==> src/pkg/trb_pkg.sv <==
/*
  Shared constants and types of the timer resources block: register
  indices, field layouts, reset values and timing counts.
  Assumes a 20 MHz oscillator clock from which the instruction clock
  (oscillator / 4) is made inside the block.
*/
`default_nettype none

package trb_pkg;

  // ---------------------------------------------------------------
  // timing
  // ---------------------------------------------------------------
  localparam int unsigned FOSC_HZ     = 20_000_000;
  localparam int unsigned INSTR_DIV   = 4;
  localparam logic [1:0]  INSTR_LAST  = 2'(INSTR_DIV - 1);
  localparam int unsigned PRESC_WIDTH = 8;

  // ---------------------------------------------------------------
  // bus decode: byte address = 4 * register index
  // ---------------------------------------------------------------
  localparam int unsigned ADDR_LSB      = 2;
  localparam int unsigned ADDR_IDX_MSB  = 9;
  localparam logic [2:0]  HSIZE_WORD    = 3'h2;
  localparam logic        HRESP_OKAY    = 1'h0;
  localparam logic [7:0]  IDX_NONE      = 8'hff;
  localparam logic [7:0]  IDX_MAIN_CTRL = 8'h05;
  localparam logic [7:0]  IDX_MAIN_LO   = 8'h0b;
  localparam logic [7:0]  IDX_MAIN_HI   = 8'h0c;
  localparam logic [7:0]  IDX_IRQ       = 8'h20;
  localparam logic [7:0]  IDX_TCTL      = 8'h21;
  localparam logic [7:0]  IDX_FIRST     = 8'h22;
  localparam logic [7:0]  IDX_SECOND    = 8'h23;
  localparam logic [7:0]  IDX_FIRST_PR  = 8'h24;
  localparam logic [7:0]  IDX_SECOND_PR = 8'h25;
  localparam logic [7:0]  IDX_WIDE_LO   = 8'h26;
  localparam logic [7:0]  IDX_WIDE_HI   = 8'h27;
  localparam logic [7:0]  IDX_WIDE_PR_LO = 8'h28;
  localparam logic [7:0]  IDX_WIDE_PR_HI = 8'h29;

  // ---------------------------------------------------------------
  // flags: status in low bits, enables from ENABLE_LSB
  // ---------------------------------------------------------------
  localparam int unsigned NUM_FLAGS   = 4;
  localparam int unsigned FLAG_MAIN   = 0;
  localparam int unsigned FLAG_FIRST  = 1;
  localparam int unsigned FLAG_SECOND = 2;
  localparam int unsigned FLAG_WIDE   = 3;
  localparam int unsigned ENABLE_LSB  = 8;

  // ---------------------------------------------------------------
  // register layouts
  // ---------------------------------------------------------------
  typedef struct packed {
    logic       ext_int_edge;
    logic       count_edge_select;
    logic       count_source_select;
    logic [3:0] prescale_code;
    logic       unused0;
  } trb_main_ctrl_t;

  typedef struct packed {
    logic four_capture;
    logic join16;
    logic wide_ext;
    logic second_ext;
    logic first_ext;
    logic wide_on;
    logic second_on;
    logic first_on;
  } trb_tctl_t;

  localparam logic [7:0] MAIN_CTRL_RESET = 8'h00;
  localparam logic [7:0] TCTL_RESET      = 8'h00;
  localparam int unsigned PS_DIV256_BIT  = 3;

endpackage

`default_nettype wire

==> src/hdl/trb_prescaler.sv <==
/*
  Programmable prescaler of the main counter with its synchroniser.
  Assumes the source level is already a clean level sampled on mclk_in.
*/
`timescale 1ns/10ps
`default_nettype none

module trb_prescaler #(
  parameter int unsigned WIDTH = trb_pkg::PRESC_WIDTH
) (
  input  wire logic       mclk_in,
  input  wire logic       rst_n_in,
  input  wire logic       ce_in,
  input  wire logic       src_level_in,
  input  wire logic [3:0] code_in,
  input  wire logic       clear_in,
  output logic            tick_out
);

  logic             src_prev_q;
  logic             primed_q;
  logic [WIDTH-1:0] cnt_q;
  logic             psout;
  logic             sync1_q;
  logic             sync2_q;
  logic             sync3_q;

  // ---------------------------------------------------------------
  // divider on rising source edges
  // ---------------------------------------------------------------
  always_ff @(posedge mclk_in or negedge rst_n_in) begin
    if (!rst_n_in) begin
      src_prev_q <= 1'b0;
      cnt_q      <= '0;
      primed_q   <= 1'b0;
    end else if (ce_in) begin
      src_prev_q <= src_level_in;
      primed_q   <= 1'b1;
      if (clear_in) begin
        cnt_q <= '0;
      end else if (primed_q && src_level_in && !src_prev_q) begin
        cnt_q <= cnt_q + 1'b1;
      end
    end
  end

  always_comb begin
    if (code_in[trb_pkg::PS_DIV256_BIT]) begin
      psout = cnt_q[WIDTH-1];
    end else if (code_in == 4'h0) begin
      psout = src_level_in;
    end else begin
      psout = cnt_q[3'(code_in[2:0] - 3'h1)];
    end
  end

  // ---------------------------------------------------------------
  // synchronise after the divider
  // ---------------------------------------------------------------
  always_ff @(posedge mclk_in or negedge rst_n_in) begin
    if (!rst_n_in) begin
      sync1_q <= 1'b0;
      sync2_q <= 1'b0;
      sync3_q <= 1'b0;
    end else if (ce_in) begin
      // first cycle loads the idle level: no false edge after reset
      sync1_q <= psout;
      sync2_q <= primed_q ? sync1_q : psout;
      sync3_q <= primed_q ? sync2_q : psout;
    end
  end

  assign tick_out = sync2_q && !sync3_q;

endmodule // trb_prescaler

`default_nettype wire

==> src/hdl/trb_timers.sv <==
/*
  Timer resources: main 16-bit counter with prescaler, two 8-bit period
  timers that may be joined, and a 16-bit period/capture timer, all
  reached over an AHB-Lite slave port.
  Assumes count pins and capture strobe are synchronous to mclk_in,
  which is the oscillator clock; one clock enable freezes everything.
*/
// The implementer's own choice: the AHB-Lite register port.
// Overview of operation
// - main counter is 16 bits, high and low byte, behind 8-bit prescaler
// - source bit 1 counts instruction clock, 0 counts the main count pin
// - edge bit picks rising (1) or falling (0) pin edge, external only
// - prescale code 0..7 divides by 1..128 doubling, 1xxx by 256
// - external count pin is synchronised after the prescaler
// - first timer wraps at its period to zero and sets its flag
// - first and second timers may count the shared count pin
// - joined mode forms 16-bit timer, flag on first timer's flag
// - second timer wraps at its period to zero and sets its flag
// - wide timer is 16 bits, wraps to zero and sets its flag
// - wide timer counts its own dedicated count pin in counter mode
// - four-capture mode turns wide period register into a capture
// - byte timers and wide timer drive the time base outputs
// - main counter wraps FFFFh to 0000h, sets flag, cleared on vector
// - byte write clears prescaler, holds that byte one cycle
`timescale 1ns/10ps
`default_nettype none

module trb_timers (
  input  wire logic        mclk_in,
  input  wire logic        rst_n_in,
  input  wire logic        ce_in,
  input  wire logic        hsel_in,
  input  wire logic [31:0] haddr_in,
  input  wire logic [1:0]  htrans_in,
  input  wire logic        hwrite_in,
  input  wire logic [2:0]  hsize_in,
  input  wire logic [31:0] hwdata_in,
  input  wire logic        hready_in,
  output logic             hreadyout_out,
  output logic [31:0]      hrdata_out,
  output logic             hresp_out,
  input  wire logic        main_count_pin_in,
  input  wire logic        shared_count_pin_in,
  input  wire logic        wide_count_pin_in,
  input  wire logic        wide_capture_in,
  input  wire logic        main_vector_ack_in,
  output logic [3:0]       irq_out,
  output logic [7:0]       first_time_base_out,
  output logic [7:0]       second_time_base_out,
  output logic [15:0]      wide_time_base_out
);

  trb_pkg::trb_main_ctrl_t ctrl_q;
  trb_pkg::trb_tctl_t      tctl_q;
  logic [1:0]  phase_q;
  logic        instr_tick;
  logic        take;
  logic [7:0]  sel_idx;
  logic        wr_q;
  logic [7:0]  wr_idx_q;
  logic        rd_q;
  logic [7:0]  rd_idx_q;
  logic        hready_q;
  logic [31:0] hrdata_q;
  logic [31:0] rdata;
  logic [7:0]  wbyte;
  logic        wr_ctrl;
  logic        wr_lo;
  logic        wr_hi;
  logic        wr_irq;
  logic        wr_tctl;
  logic        wr_t1;
  logic        wr_t2;
  logic        wr_pr1;
  logic        wr_pr2;
  logic        wr_t3l;
  logic        wr_t3h;
  logic        wr_pr3l;
  logic        wr_pr3h;
  logic [7:0]  main_lo_q;
  logic [7:0]  main_hi_q;
  logic        inh_lo_q;
  logic        inh_hi_q;
  logic        main_src;
  logic        main_tick;
  logic        lo_inc;
  logic        hi_inc;
  logic        main_ovf;
  logic        shared_prev_q;
  logic        wide_prev_q;
  logic        shared_fall;
  logic        wide_fall;
  logic [7:0]  t1_q;
  logic [7:0]  t2_q;
  logic [7:0]  pr1_q;
  logic [7:0]  pr2_q;
  logic [15:0] t3_q;
  logic [15:0] pr3_q;
  logic        t1_tick;
  logic        t2_tick;
  logic        t3_tick;
  logic        match16;
  logic        t3_wrap;
  logic [3:0]  flag_set;
  logic [3:0]  flag_clr;
  logic [3:0]  flag_q;
  logic [3:0]  en_q;
  logic [3:0]  irq_q;

  // ---------------------------------------------------------------
  // instruction clock: one tick per four oscillator cycles
  // ---------------------------------------------------------------
  always_ff @(posedge mclk_in or negedge rst_n_in) begin
    if (!rst_n_in) begin
      phase_q <= 2'h0;
    end else if (ce_in) begin
      phase_q <= phase_q + 2'h1;
    end
  end

  assign instr_tick = (phase_q == trb_pkg::INSTR_LAST);

  // ---------------------------------------------------------------
  // bus slave: writes zero wait, reads one wait state
  // ---------------------------------------------------------------
  assign take    = hsel_in && htrans_in[1] && hready_in;
  assign sel_idx = (|haddr_in[31:trb_pkg::ADDR_IDX_MSB+1]) ?
                   trb_pkg::IDX_NONE :
                   haddr_in[trb_pkg::ADDR_IDX_MSB:trb_pkg::ADDR_LSB];

  always_ff @(posedge mclk_in or negedge rst_n_in) begin
    if (!rst_n_in) begin
      wr_q     <= 1'b0;
      wr_idx_q <= 8'h00;
      rd_q     <= 1'b0;
      rd_idx_q <= 8'h00;
      hready_q <= 1'b1;
      hrdata_q <= 32'h0000_0000;
    end else if (ce_in) begin
      wr_q     <= take && hwrite_in && (hsize_in == trb_pkg::HSIZE_WORD);
      wr_idx_q <= sel_idx;
      rd_q     <= take && !hwrite_in;
      if (take) begin
        rd_idx_q <= sel_idx;
      end
      hready_q <= !(take && !hwrite_in);
      if (rd_q) begin
        hrdata_q <= rdata;
      end
    end
  end

  assign wbyte   = hwdata_in[7:0];
  assign wr_ctrl = wr_q && (wr_idx_q == trb_pkg::IDX_MAIN_CTRL);
  assign wr_lo   = wr_q && (wr_idx_q == trb_pkg::IDX_MAIN_LO);
  assign wr_hi   = wr_q && (wr_idx_q == trb_pkg::IDX_MAIN_HI);
  assign wr_irq  = wr_q && (wr_idx_q == trb_pkg::IDX_IRQ);
  assign wr_tctl = wr_q && (wr_idx_q == trb_pkg::IDX_TCTL);
  assign wr_t1   = wr_q && (wr_idx_q == trb_pkg::IDX_FIRST);
  assign wr_t2   = wr_q && (wr_idx_q == trb_pkg::IDX_SECOND);
  assign wr_pr1  = wr_q && (wr_idx_q == trb_pkg::IDX_FIRST_PR);
  assign wr_pr2  = wr_q && (wr_idx_q == trb_pkg::IDX_SECOND_PR);
  assign wr_t3l  = wr_q && (wr_idx_q == trb_pkg::IDX_WIDE_LO);
  assign wr_t3h  = wr_q && (wr_idx_q == trb_pkg::IDX_WIDE_HI);
  assign wr_pr3l = wr_q && (wr_idx_q == trb_pkg::IDX_WIDE_PR_LO);
  assign wr_pr3h = wr_q && (wr_idx_q == trb_pkg::IDX_WIDE_PR_HI);

  always_comb begin
    rdata = 32'h0000_0000;
    case (rd_idx_q)
      trb_pkg::IDX_MAIN_CTRL:  rdata[7:0]  = ctrl_q;
      trb_pkg::IDX_MAIN_LO:    rdata[7:0]  = main_lo_q;
      trb_pkg::IDX_MAIN_HI:    rdata[7:0]  = main_hi_q;
      trb_pkg::IDX_IRQ:        rdata[11:0] = {en_q, 4'h0, flag_q};
      trb_pkg::IDX_TCTL:       rdata[7:0]  = tctl_q;
      trb_pkg::IDX_FIRST:      rdata[7:0]  = t1_q;
      trb_pkg::IDX_SECOND:     rdata[7:0]  = t2_q;
      trb_pkg::IDX_FIRST_PR:   rdata[7:0]  = pr1_q;
      trb_pkg::IDX_SECOND_PR:  rdata[7:0]  = pr2_q;
      trb_pkg::IDX_WIDE_LO:    rdata[7:0]  = t3_q[7:0];
      trb_pkg::IDX_WIDE_HI:    rdata[7:0]  = t3_q[15:8];
      trb_pkg::IDX_WIDE_PR_LO: rdata[7:0]  = pr3_q[7:0];
      trb_pkg::IDX_WIDE_PR_HI: rdata[7:0]  = pr3_q[15:8];
      default:                 rdata       = 32'h0000_0000;
    endcase
  end

  // ---------------------------------------------------------------
  // control registers
  // ---------------------------------------------------------------
  always_ff @(posedge mclk_in or negedge rst_n_in) begin
    if (!rst_n_in) begin
      ctrl_q <= trb_pkg::MAIN_CTRL_RESET;
    end else if (ce_in && wr_ctrl) begin
      ctrl_q <= {wbyte[7:1], 1'b0};
    end
  end

  always_ff @(posedge mclk_in or negedge rst_n_in) begin
    if (!rst_n_in) begin
      tctl_q <= trb_pkg::TCTL_RESET;
    end else if (ce_in && wr_tctl) begin
      tctl_q <= wbyte;
    end
  end

  // ---------------------------------------------------------------
  // main counter
  // ---------------------------------------------------------------
  always_comb begin
    if (ctrl_q.count_source_select) begin
      main_src = phase_q[1];
    end else if (ctrl_q.count_edge_select) begin
      main_src = main_count_pin_in;
    end else begin
      main_src = !main_count_pin_in;
    end
  end

  trb_prescaler #(
    .WIDTH (trb_pkg::PRESC_WIDTH)
  ) u_presc (
    .mclk_in      (mclk_in),
    .rst_n_in     (rst_n_in),
    .ce_in        (ce_in),
    .src_level_in (main_src),
    .code_in      (ctrl_q.prescale_code),
    .clear_in     (wr_lo || wr_hi),
    .tick_out     (main_tick)
  );

  assign lo_inc   = main_tick && !inh_lo_q && !wr_lo;
  assign hi_inc   = lo_inc && (main_lo_q == 8'hff) && !inh_hi_q && !wr_hi;
  assign main_ovf = hi_inc && (main_hi_q == 8'hff);

  always_ff @(posedge mclk_in or negedge rst_n_in) begin
    if (!rst_n_in) begin
      main_lo_q <= 8'h00;
      main_hi_q <= 8'h00;
      inh_lo_q  <= 1'b0;
      inh_hi_q  <= 1'b0;
    end else if (ce_in) begin
      inh_lo_q <= wr_lo;
      inh_hi_q <= wr_hi;
      if (wr_lo) begin
        main_lo_q <= wbyte;
      end else if (lo_inc) begin
        main_lo_q <= main_lo_q + 8'h01;
      end
      if (wr_hi) begin
        main_hi_q <= wbyte;
      end else if (hi_inc) begin
        main_hi_q <= main_hi_q + 8'h01;
      end
    end
  end

  // ---------------------------------------------------------------
  // byte timers, optionally joined
  // ---------------------------------------------------------------
  always_ff @(posedge mclk_in or negedge rst_n_in) begin
    if (!rst_n_in) begin
      shared_prev_q <= 1'b0;
      wide_prev_q   <= 1'b0;
    end else if (ce_in) begin
      shared_prev_q <= shared_count_pin_in;
      wide_prev_q   <= wide_count_pin_in;
    end
  end

  assign shared_fall = shared_prev_q && !shared_count_pin_in;
  assign wide_fall   = wide_prev_q && !wide_count_pin_in;
  assign t1_tick = tctl_q.first_on &&
                   (tctl_q.first_ext ? shared_fall : instr_tick);
  assign t2_tick = tctl_q.second_on && !tctl_q.join16 &&
                   (tctl_q.second_ext ? shared_fall : instr_tick);
  assign match16 = ({t2_q, t1_q} == {pr2_q, pr1_q});

  always_ff @(posedge mclk_in or negedge rst_n_in) begin
    if (!rst_n_in) begin
      t1_q  <= 8'h00;
      t2_q  <= 8'h00;
      pr1_q <= 8'h00;
      pr2_q <= 8'h00;
    end else if (ce_in) begin
      if (wr_pr1) begin
        pr1_q <= wbyte;
      end
      if (wr_pr2) begin
        pr2_q <= wbyte;
      end
      if (wr_t1) begin
        t1_q <= wbyte;
      end else if (t1_tick) begin
        if (tctl_q.join16 ? match16 : (t1_q == pr1_q)) begin
          t1_q <= 8'h00;
        end else begin
          t1_q <= t1_q + 8'h01;
        end
      end
      if (wr_t2) begin
        t2_q <= wbyte;
      end else if (tctl_q.join16 && t1_tick && !wr_t1) begin
        if (match16) begin
          t2_q <= 8'h00;
        end else if (t1_q == 8'hff) begin
          t2_q <= t2_q + 8'h01;
        end
      end else if (t2_tick) begin
        t2_q <= (t2_q == pr2_q) ? 8'h00 : t2_q + 8'h01;
      end
    end
  end

  // ---------------------------------------------------------------
  // wide timer with period or capture register
  // ---------------------------------------------------------------
  assign t3_tick = tctl_q.wide_on &&
                   (tctl_q.wide_ext ? wide_fall : instr_tick);
  assign t3_wrap = (t3_q == 16'hffff) ||
                   (!tctl_q.four_capture && (t3_q == pr3_q));

  always_ff @(posedge mclk_in or negedge rst_n_in) begin
    if (!rst_n_in) begin
      t3_q  <= 16'h0000;
      pr3_q <= 16'h0000;
    end else if (ce_in) begin
      if (tctl_q.four_capture && wide_capture_in) begin
        pr3_q <= t3_q;
      end else begin
        if (wr_pr3l) begin
          pr3_q[7:0] <= wbyte;
        end
        if (wr_pr3h) begin
          pr3_q[15:8] <= wbyte;
        end
      end
      if (wr_t3l || wr_t3h) begin
        if (wr_t3l) begin
          t3_q[7:0] <= wbyte;
        end
        if (wr_t3h) begin
          t3_q[15:8] <= wbyte;
        end
      end else if (t3_tick) begin
        t3_q <= t3_wrap ? 16'h0000 : t3_q + 16'h0001;
      end
    end
  end

  // ---------------------------------------------------------------
  // flags: set wins over a write-one clear or a vector clear
  // ---------------------------------------------------------------
  assign flag_set[trb_pkg::FLAG_MAIN]   = main_ovf;
  assign flag_set[trb_pkg::FLAG_FIRST]  = t1_tick && !wr_t1 &&
         (tctl_q.join16 ? match16 : (t1_q == pr1_q));
  assign flag_set[trb_pkg::FLAG_SECOND] = t2_tick && !wr_t2 &&
         (t2_q == pr2_q);
  assign flag_set[trb_pkg::FLAG_WIDE]   = t3_tick && !wr_t3l && !wr_t3h &&
         t3_wrap;

  generate
    for (genvar i = 0; i < trb_pkg::NUM_FLAGS; i++) begin : g_flag
      assign flag_clr[i] = (wr_irq && hwdata_in[i]) ||
             ((i == trb_pkg::FLAG_MAIN) && main_vector_ack_in);
      always_ff @(posedge mclk_in or negedge rst_n_in) begin
        if (!rst_n_in) begin
          flag_q[i] <= 1'b0;
          en_q[i]   <= 1'b0;
          irq_q[i]  <= 1'b0;
        end else if (ce_in) begin
          flag_q[i] <= flag_set[i] || (flag_q[i] && !flag_clr[i]);
          if (wr_irq) begin
            en_q[i] <= hwdata_in[trb_pkg::ENABLE_LSB + i];
          end
          irq_q[i] <= flag_q[i] && en_q[i];
        end
      end
    end
  endgenerate

  // ---------------------------------------------------------------
  // outputs
  // ---------------------------------------------------------------
  assign hreadyout_out        = hready_q;
  assign hrdata_out           = hrdata_q;
  assign hresp_out            = trb_pkg::HRESP_OKAY;
  assign irq_out              = irq_q;
  assign first_time_base_out  = t1_q;
  assign second_time_base_out = t2_q;
  assign wide_time_base_out   = t3_q;
endmodule // trb_timers

`default_nettype wire

==> config.mk <==
export PLATFORM = sky130hd
export DESIGN_NAME = trb_timers
export DESIGN_NICKNAME = d
export VERILOG_FILES = /design/src/pkg/trb_pkg.sv /design/src/hdl/trb_prescaler.sv /design/src/hdl/trb_timers.sv
export SDC_FILE = /design/constraint.sdc
export NUM_CORES = 1
export LEC_CHECK = 0
export BUFFER_PORTS_ARGS = -buffer_cell sky130_fd_sc_hd__buf_2
export CAP_MARGIN = 10
export CORE_MARGIN = 1
export CORE_UTILIZATION = 60
export CTS_CLUSTER_SIZE = 12
export DETAILED_ROUTE_END_ITERATION = 10
export PLACE_DENSITY = 0.88
export SYNTH_ARGS = -nofsm -noshare
export SYNTH_HDL_FRONTEND = slang
export SYNTH_SLANG_ARGS = --single-unit
==> constraint.sdc <==
create_clock -name mclk_in -period 7.7 [get_ports mclk_in]
set_clock_uncertainty 0.2 [all_clocks]
set_input_delay 1.925 -clock mclk_in [delete_from_list [all_inputs] [get_ports mclk_in]]
set_output_delay 1.925 -clock mclk_in [all_outputs]
set_load 0.02 [all_outputs]
# Yosys cells after proc, flatten, opt, wreduce, memory -nomap -nowiden
# Cells that the tools add are included.
dict set report totals {
  reg_bits 157
  latchBits 0
  ram_bits 0
  mem_bits_ro 0
  input_bits 80
  elab_cells 248
  n_memories 0
}
dict set report classes {
  addsub 8
  n_mul 0
  div_mod_pow 0
  n_lt_le_gt_ge 1
  n_eq_ne 39
  shifts 0
  mux 38
  bitwise_logic 0
  reduce_logical 111
}
# op n
set ops {}
lappend ops {{8-bit by 6-bit equality test with 1-bit output (second input constant)} 20}
lappend ops {{8-bit two-way mux} 20}
lappend ops {{8-bit case mux with 13 select lines} 1}
lappend ops {{16-bit two-way mux} 4}
lappend ops {{1-bit logical AND} 58}
lappend ops {{8-bit by 1-bit adder with 8-bit output (second input constant)} 5}
lappend ops {{16-bit equality test} 2}
lappend ops {{8-bit by 4-bit equality test with 1-bit output (second input constant)} 4}
lappend ops {{8-bit equality test (second input constant)} 3}
lappend ops {{2-bit AND reduction} 11}
lappend ops {{22-bit OR reduction} 1}
lappend ops {{1-bit zero test} 21}
lappend ops {{16-bit by 1-bit adder with 16-bit output (second input constant)} 1}
lappend ops {{16-bit equality test (second input constant)} 1}
lappend ops {{8-bit by 3-bit equality test with 1-bit output (second input constant)} 2}
lappend ops {{8-bit equality test} 2}
lappend ops {{2-bit nonzero test} 7}
lappend ops {{1-bit two-way mux} 11}
lappend ops {{3-bit AND reduction} 3}
lappend ops {{1-bit logical OR} 8}
lappend ops {{4-bit zero test} 1}
lappend ops {{3-bit by 4-bit < comparator with 1-bit output (second input constant)} 1}
lappend ops {{4-bit two-way mux} 1}
lappend ops {{2-bit inequality test (second input constant)} 2}
lappend ops {{7 further kinds} 7}

# Logic depth before layout (Yosys ltp)
dict set report depth {
  word_depth 9
  depth_mapped 9
}

# By module
# Synthesis repeated with hierarchy kept, for this count alone.
dict set report hier_totals {
  cells_unflattened 1027
  hier_area_um2 9417.8
}
# module instances cells_each area_per_inst_um2 seq_area_each_um2
set by_module_without_submodules {}
lappend by_module_without_submodules {trb_timers 1 945 8630.8 3604.7}
lappend by_module_without_submodules {trb_prescaler 1 82 787.0 325.3}

# Worst setup path after synthesis
# OpenSTA, ideal clock, no wires.
dict set report synth_path {
  path_kind {input-to-reg}
  start {input wide_count_pin_in}
  end {register t3_q[10] (netlist: wide_time_base_out[10])}
  setup_time_ps 126
  t_arrival_ps 3294
  t_required_ps 7374
  path_slack_ps 4080
  path_stages 7
  path_buffers 1
  path_cell_list {and3b_1 -> o21ai_0 -> mux2i_1 -> and2_1 -> buf_6 -> mux2_4 -> a311o_1}
}
dict set report synth_via {
  elab_chain_cells 6
}
# item line
set synth_lines {}
lappend synth_lines {{start: declaration} trb_timers.sv:44} ;# input wire logic wide_count_pin_in,
lappend synth_lines {{1-bit zero test} trb_timers.sv:272} ;# assign wide_fall = wide_prev_q && !wide_count_pin_in;
lappend synth_lines {{1-bit logical AND} trb_timers.sv:272}
lappend synth_lines {{1-bit two-way mux} trb_timers.sv:319} ;# (tctl_q.wide_ext ? wide_fall : instr_tick);
lappend synth_lines {{1-bit logical AND} trb_timers.sv:318} ;# assign t3_tick = tctl_q.wide_on &&
lappend synth_lines {{2-bit nonzero test (no source line)} n/a}
lappend synth_lines {{3-bit AND reduction (no source line)} n/a}
lappend synth_lines {{end signal: assignment} trb_timers.sv:343} ;# t3_q[15:8] <= wbyte;
lappend synth_lines {{end signal: assignment} trb_timers.sv:346} ;# t3_q <= t3_wrap ? 16'h0000 : t3_q + 16'h0001;
lappend synth_lines {{end: declaration} trb_timers.sv:97} ;# logic [15:0] t3_q;
# Every way passes these cells.
# A chain may end at the register's enable or synchronous reset.

# Final worst setup path
dict set report layout_path {
  start {input ce_in}
  end {register hrdata_q[1] (netlist: hrdata_out[1])}
}
dict set report layout_via {
  elab_chain_cells 1
}
# item line
set layout_lines {}
lappend layout_lines {{start: declaration} trb_timers.sv:31} ;# input wire logic ce_in,
lappend layout_lines {{2-bit AND reduction (no source line)} n/a}
lappend layout_lines {{end signal: assignment} trb_timers.sv:148} ;# hrdata_q <= rdata;
lappend layout_lines {{end: declaration} trb_timers.sv:64} ;# logic [31:0] hrdata_q;
# Every way passes these cells.

==> impl_metrics.env <==
export IMPL_status="completed"
export IMPL_cts_sinks=157
export IMPL_first_global_vias=8042
export IMPL_io_pin_count=150
export IMPL_die_h_um=128.6
export IMPL_die_area_um2=16550
export IMPL_syn_area_um2=9623
export IMPL_critical_path_arrival_ns=4.58
export IMPL_grt_util_all_layers=0.3549
export IMPL_whs_ns=0.2780
export IMPL_p_sw_frac=0.2952
export IMPL_wl_mm=28.41
export IMPL_hold_class="flop to flop"
export IMPL_drc=0
export IMPL_grt_pass1_wl_mm=43.99
export IMPL_synth_warnings=0
export IMPL_end_kind="flop"
export IMPL_place_congestion=1.003
export IMPL_cts_hold_buf=0
export IMPL_drive_above_1_share=0.1913
export IMPL_insertion_delay_ns=0.44
export IMPL_diodes=0
export IMPL_final_common_cell="dfrtp_1"
export IMPL_worst_endpoint_required_ns=7.82
export IMPL_clk_path_buf_depth=2
export IMPL_tns_ns=0
export IMPL_via_per_inst=6.654
export IMPL_fin_nets=1221
export IMPL_syn_inst=1074
export IMPL_rsz0062_at_grt="false"
export IMPL_max_cap_violations=0
export IMPL_fill_cells=1220
export IMPL_power_frac_comb=0.146
export IMPL_dr_pass1_iters=6
export IMPL_ys_ff_latch=157
export IMPL_crit_fanout=67
export IMPL_p_clk_frac=0.416
export IMPL_period_needed_ns=4.455
export IMPL_clock_root_buffer="clkbuf_16"
export IMPL_drt_antenna_violating_nets=0
export IMPL_die_w_um=128.6
export IMPL_grt_max_degree=108
export IMPL_fin_crit_sh=0.5786
export IMPL_layout_common_cells="156 x dfrtp_1, 104 x buf_2, 100 x nand2_1"
export IMPL_synth_cell_types=80
export IMPL_slew_violations=0
export IMPL_max_freq_mhz=224.5
export IMPL_ir_worst_vdd_mv=0.1789
export IMPL_antenna_found_initial=0
export IMPL_numCtsBuffers=17
export IMPL_cts_tree="built"
export IMPL_leakagePower_uw=0.004752
export IMPL_post_cts_resized=0
export IMPL_drtIter0Drc=1126
export IMPL_p_per_area_nw_per_um2=197.8
export IMPL_area_growth_pct=11.58
export IMPL_io_buffers=105
export IMPL_p_seq_frac=0.438
export IMPL_core_area_um2=15430
export IMPL_syn_avg_cell_area_um2=8.960
export IMPL_worst_pin_slew_ns=1.146
export IMPL_wl_per_cell_um=20.95
export IMPL_synth_ff_type="dfrtp_1"
export IMPL_power_switching_uw=627.1
export IMPL_synth_seq_area_share=0.4084
export IMPL_cts_htree_levels=4
export IMPL_path_clk_slew_ns=0.07
export IMPL_cp_start_kind="input pin"
export IMPL_dp_hpwl_mm=19.56
export IMPL_start_util=0.6238
export IMPL_hold_viol_final=0
export IMPL_rows=45
export IMPL_slew_headroom=0.2359
export IMPL_synth_edff_count=0
export IMPL_crit_type="input pin to flop"
export IMPL_internal_power_uw=1497
export IMPL_vias=9023
export IMPL_post_cts_setup_buffers=0
export IMPL_grt_ovfl_total=0
export IMPL_ys_async_sr_fraction=1.000
export IMPL_setup_viol=0
==> final cells by class <==
cell class,instances,area [um^2],share of cell area
clock inverters,12,147.6,0.01375
inverters,23,86.33,0.008040
clock buffers,20,466.7,0.04346
repair buffers,117,621.8,0.05791
multi-input cells,816,5221,0.4863
flip-flops and latches,157,3930,0.3660
well taps,211,264.0,0.02459
==> power by group through the flow <==
stage	sequential, uW	clock (uW)	combinational, uW
final	931	883	310
after global routing	936	924	336
after CTS	928	891	304
after detailed placement	944	0	301
after global placement	941	0	292
after floorplan	940	0	194
==> through the flow <==
stage,power [uW],cells,utilization,worst slack (ns),instance area (um^2)
2_1_floorplan,1135,1094,-,4.080,9698
6_report,2124,1356,0.6960,3.245,10740
3_5_place_dp,1245,1323,0.6557,2.851,10120
5_1_grt,2196,1356,0.6960,3.024,10740
3_3_place_gp,1234,1323,0.6557,2.854,10120
4_1_cts,2123,1355,0.6955,3.310,10730
==> path summary, 6_finish.rpt <==
path	cells past startpoint	slack, ns	endpoint	from
min in group asynchronous	1	1.39	wide_time_base_out[5]$_DFFE_PN0P_	rst_n_in
max in group asynchronous	2	4.66	pr2_q[2]$_DFFE_PN0P_	rst_n_in
hold / removal	1	0.28	phase_q[0]$_DFFE_PN0P_	phase_q[0]$_DFFE_PN0P_
setup / recovery	7	3.25	hrdata_out[1]$_DFFE_PN0P_	ce_in
setup reg to reg	6	4.17	second_time_base_out[3]$_DFFE_PN0P_	wr_idx_q[7]$_DFFE_PN0P_
hold reg to reg	1	0.28	phase_q[0]$_DFFE_PN0P_	phase_q[0]$_DFFE_PN0P_
==> cells by family (layout without fill, tap and decap cells) <==
logic type               after synthesis  in the layout  synth area share
adder cells (fa/ha/maj)                9              9           0.01170
XOR/XNOR                              35             35           0.03185
buffers and inverters                121            172           0.05786
AND/OR/NAND/NOR                      396            396            0.2139
AO/OA/AOI/OAI                        285            285            0.1909
other                                  1             21         0.0003897
multiplexers                          70             70           0.08503
flip-flops                           157            157            0.4084
==> synthesized netlist by cell type, types with 20 or more instances <==
master | instances | area share
inv_1 | 22 | 0.0086
a21oi_1 | 64 | 0.033
a31oi_1 | 25 | 0.016
nor2_1 | 84 | 0.033
dfrtp_1 | 156 | 0.41
nand4_1 | 25 | 0.016
buf_4 | 21 | 0.016
nand3_1 | 55 | 0.029
o21ai_0 | 77 | 0.040
mux2_2 | 50 | 0.059
nand2_1 | 100 | 0.039
clkbuf_1 | 59 | 0.023
and3_1 | 20 | 0.013
a22o_1 | 25 | 0.023
==> layer usage <==
layer | track usage | vias to the layer above | wire (um) | share of wire
met5 | 0 | - | 0 | 0
met1 | 0.4883 | 4301 | 11770 | 0.41
met2 | 0.5342 | 597 | 12620 | 0.44
li1 | - | 4017 | - | -
met4 | 0.1723 | 0 | 1301 | 0.046
met3 | 0.07817 | 108 | 2721 | 0.096
==> worst max-delay path, stage by stage <==
cell	delay, ns
buf_2	0.07
buf_4	0.50
clkinv_1	0.62
nor2_1	0.77
o311ai_0	0.27
a221oi_1	0.30
nor2_1	0.08
(Power assumes the default switching activity.)
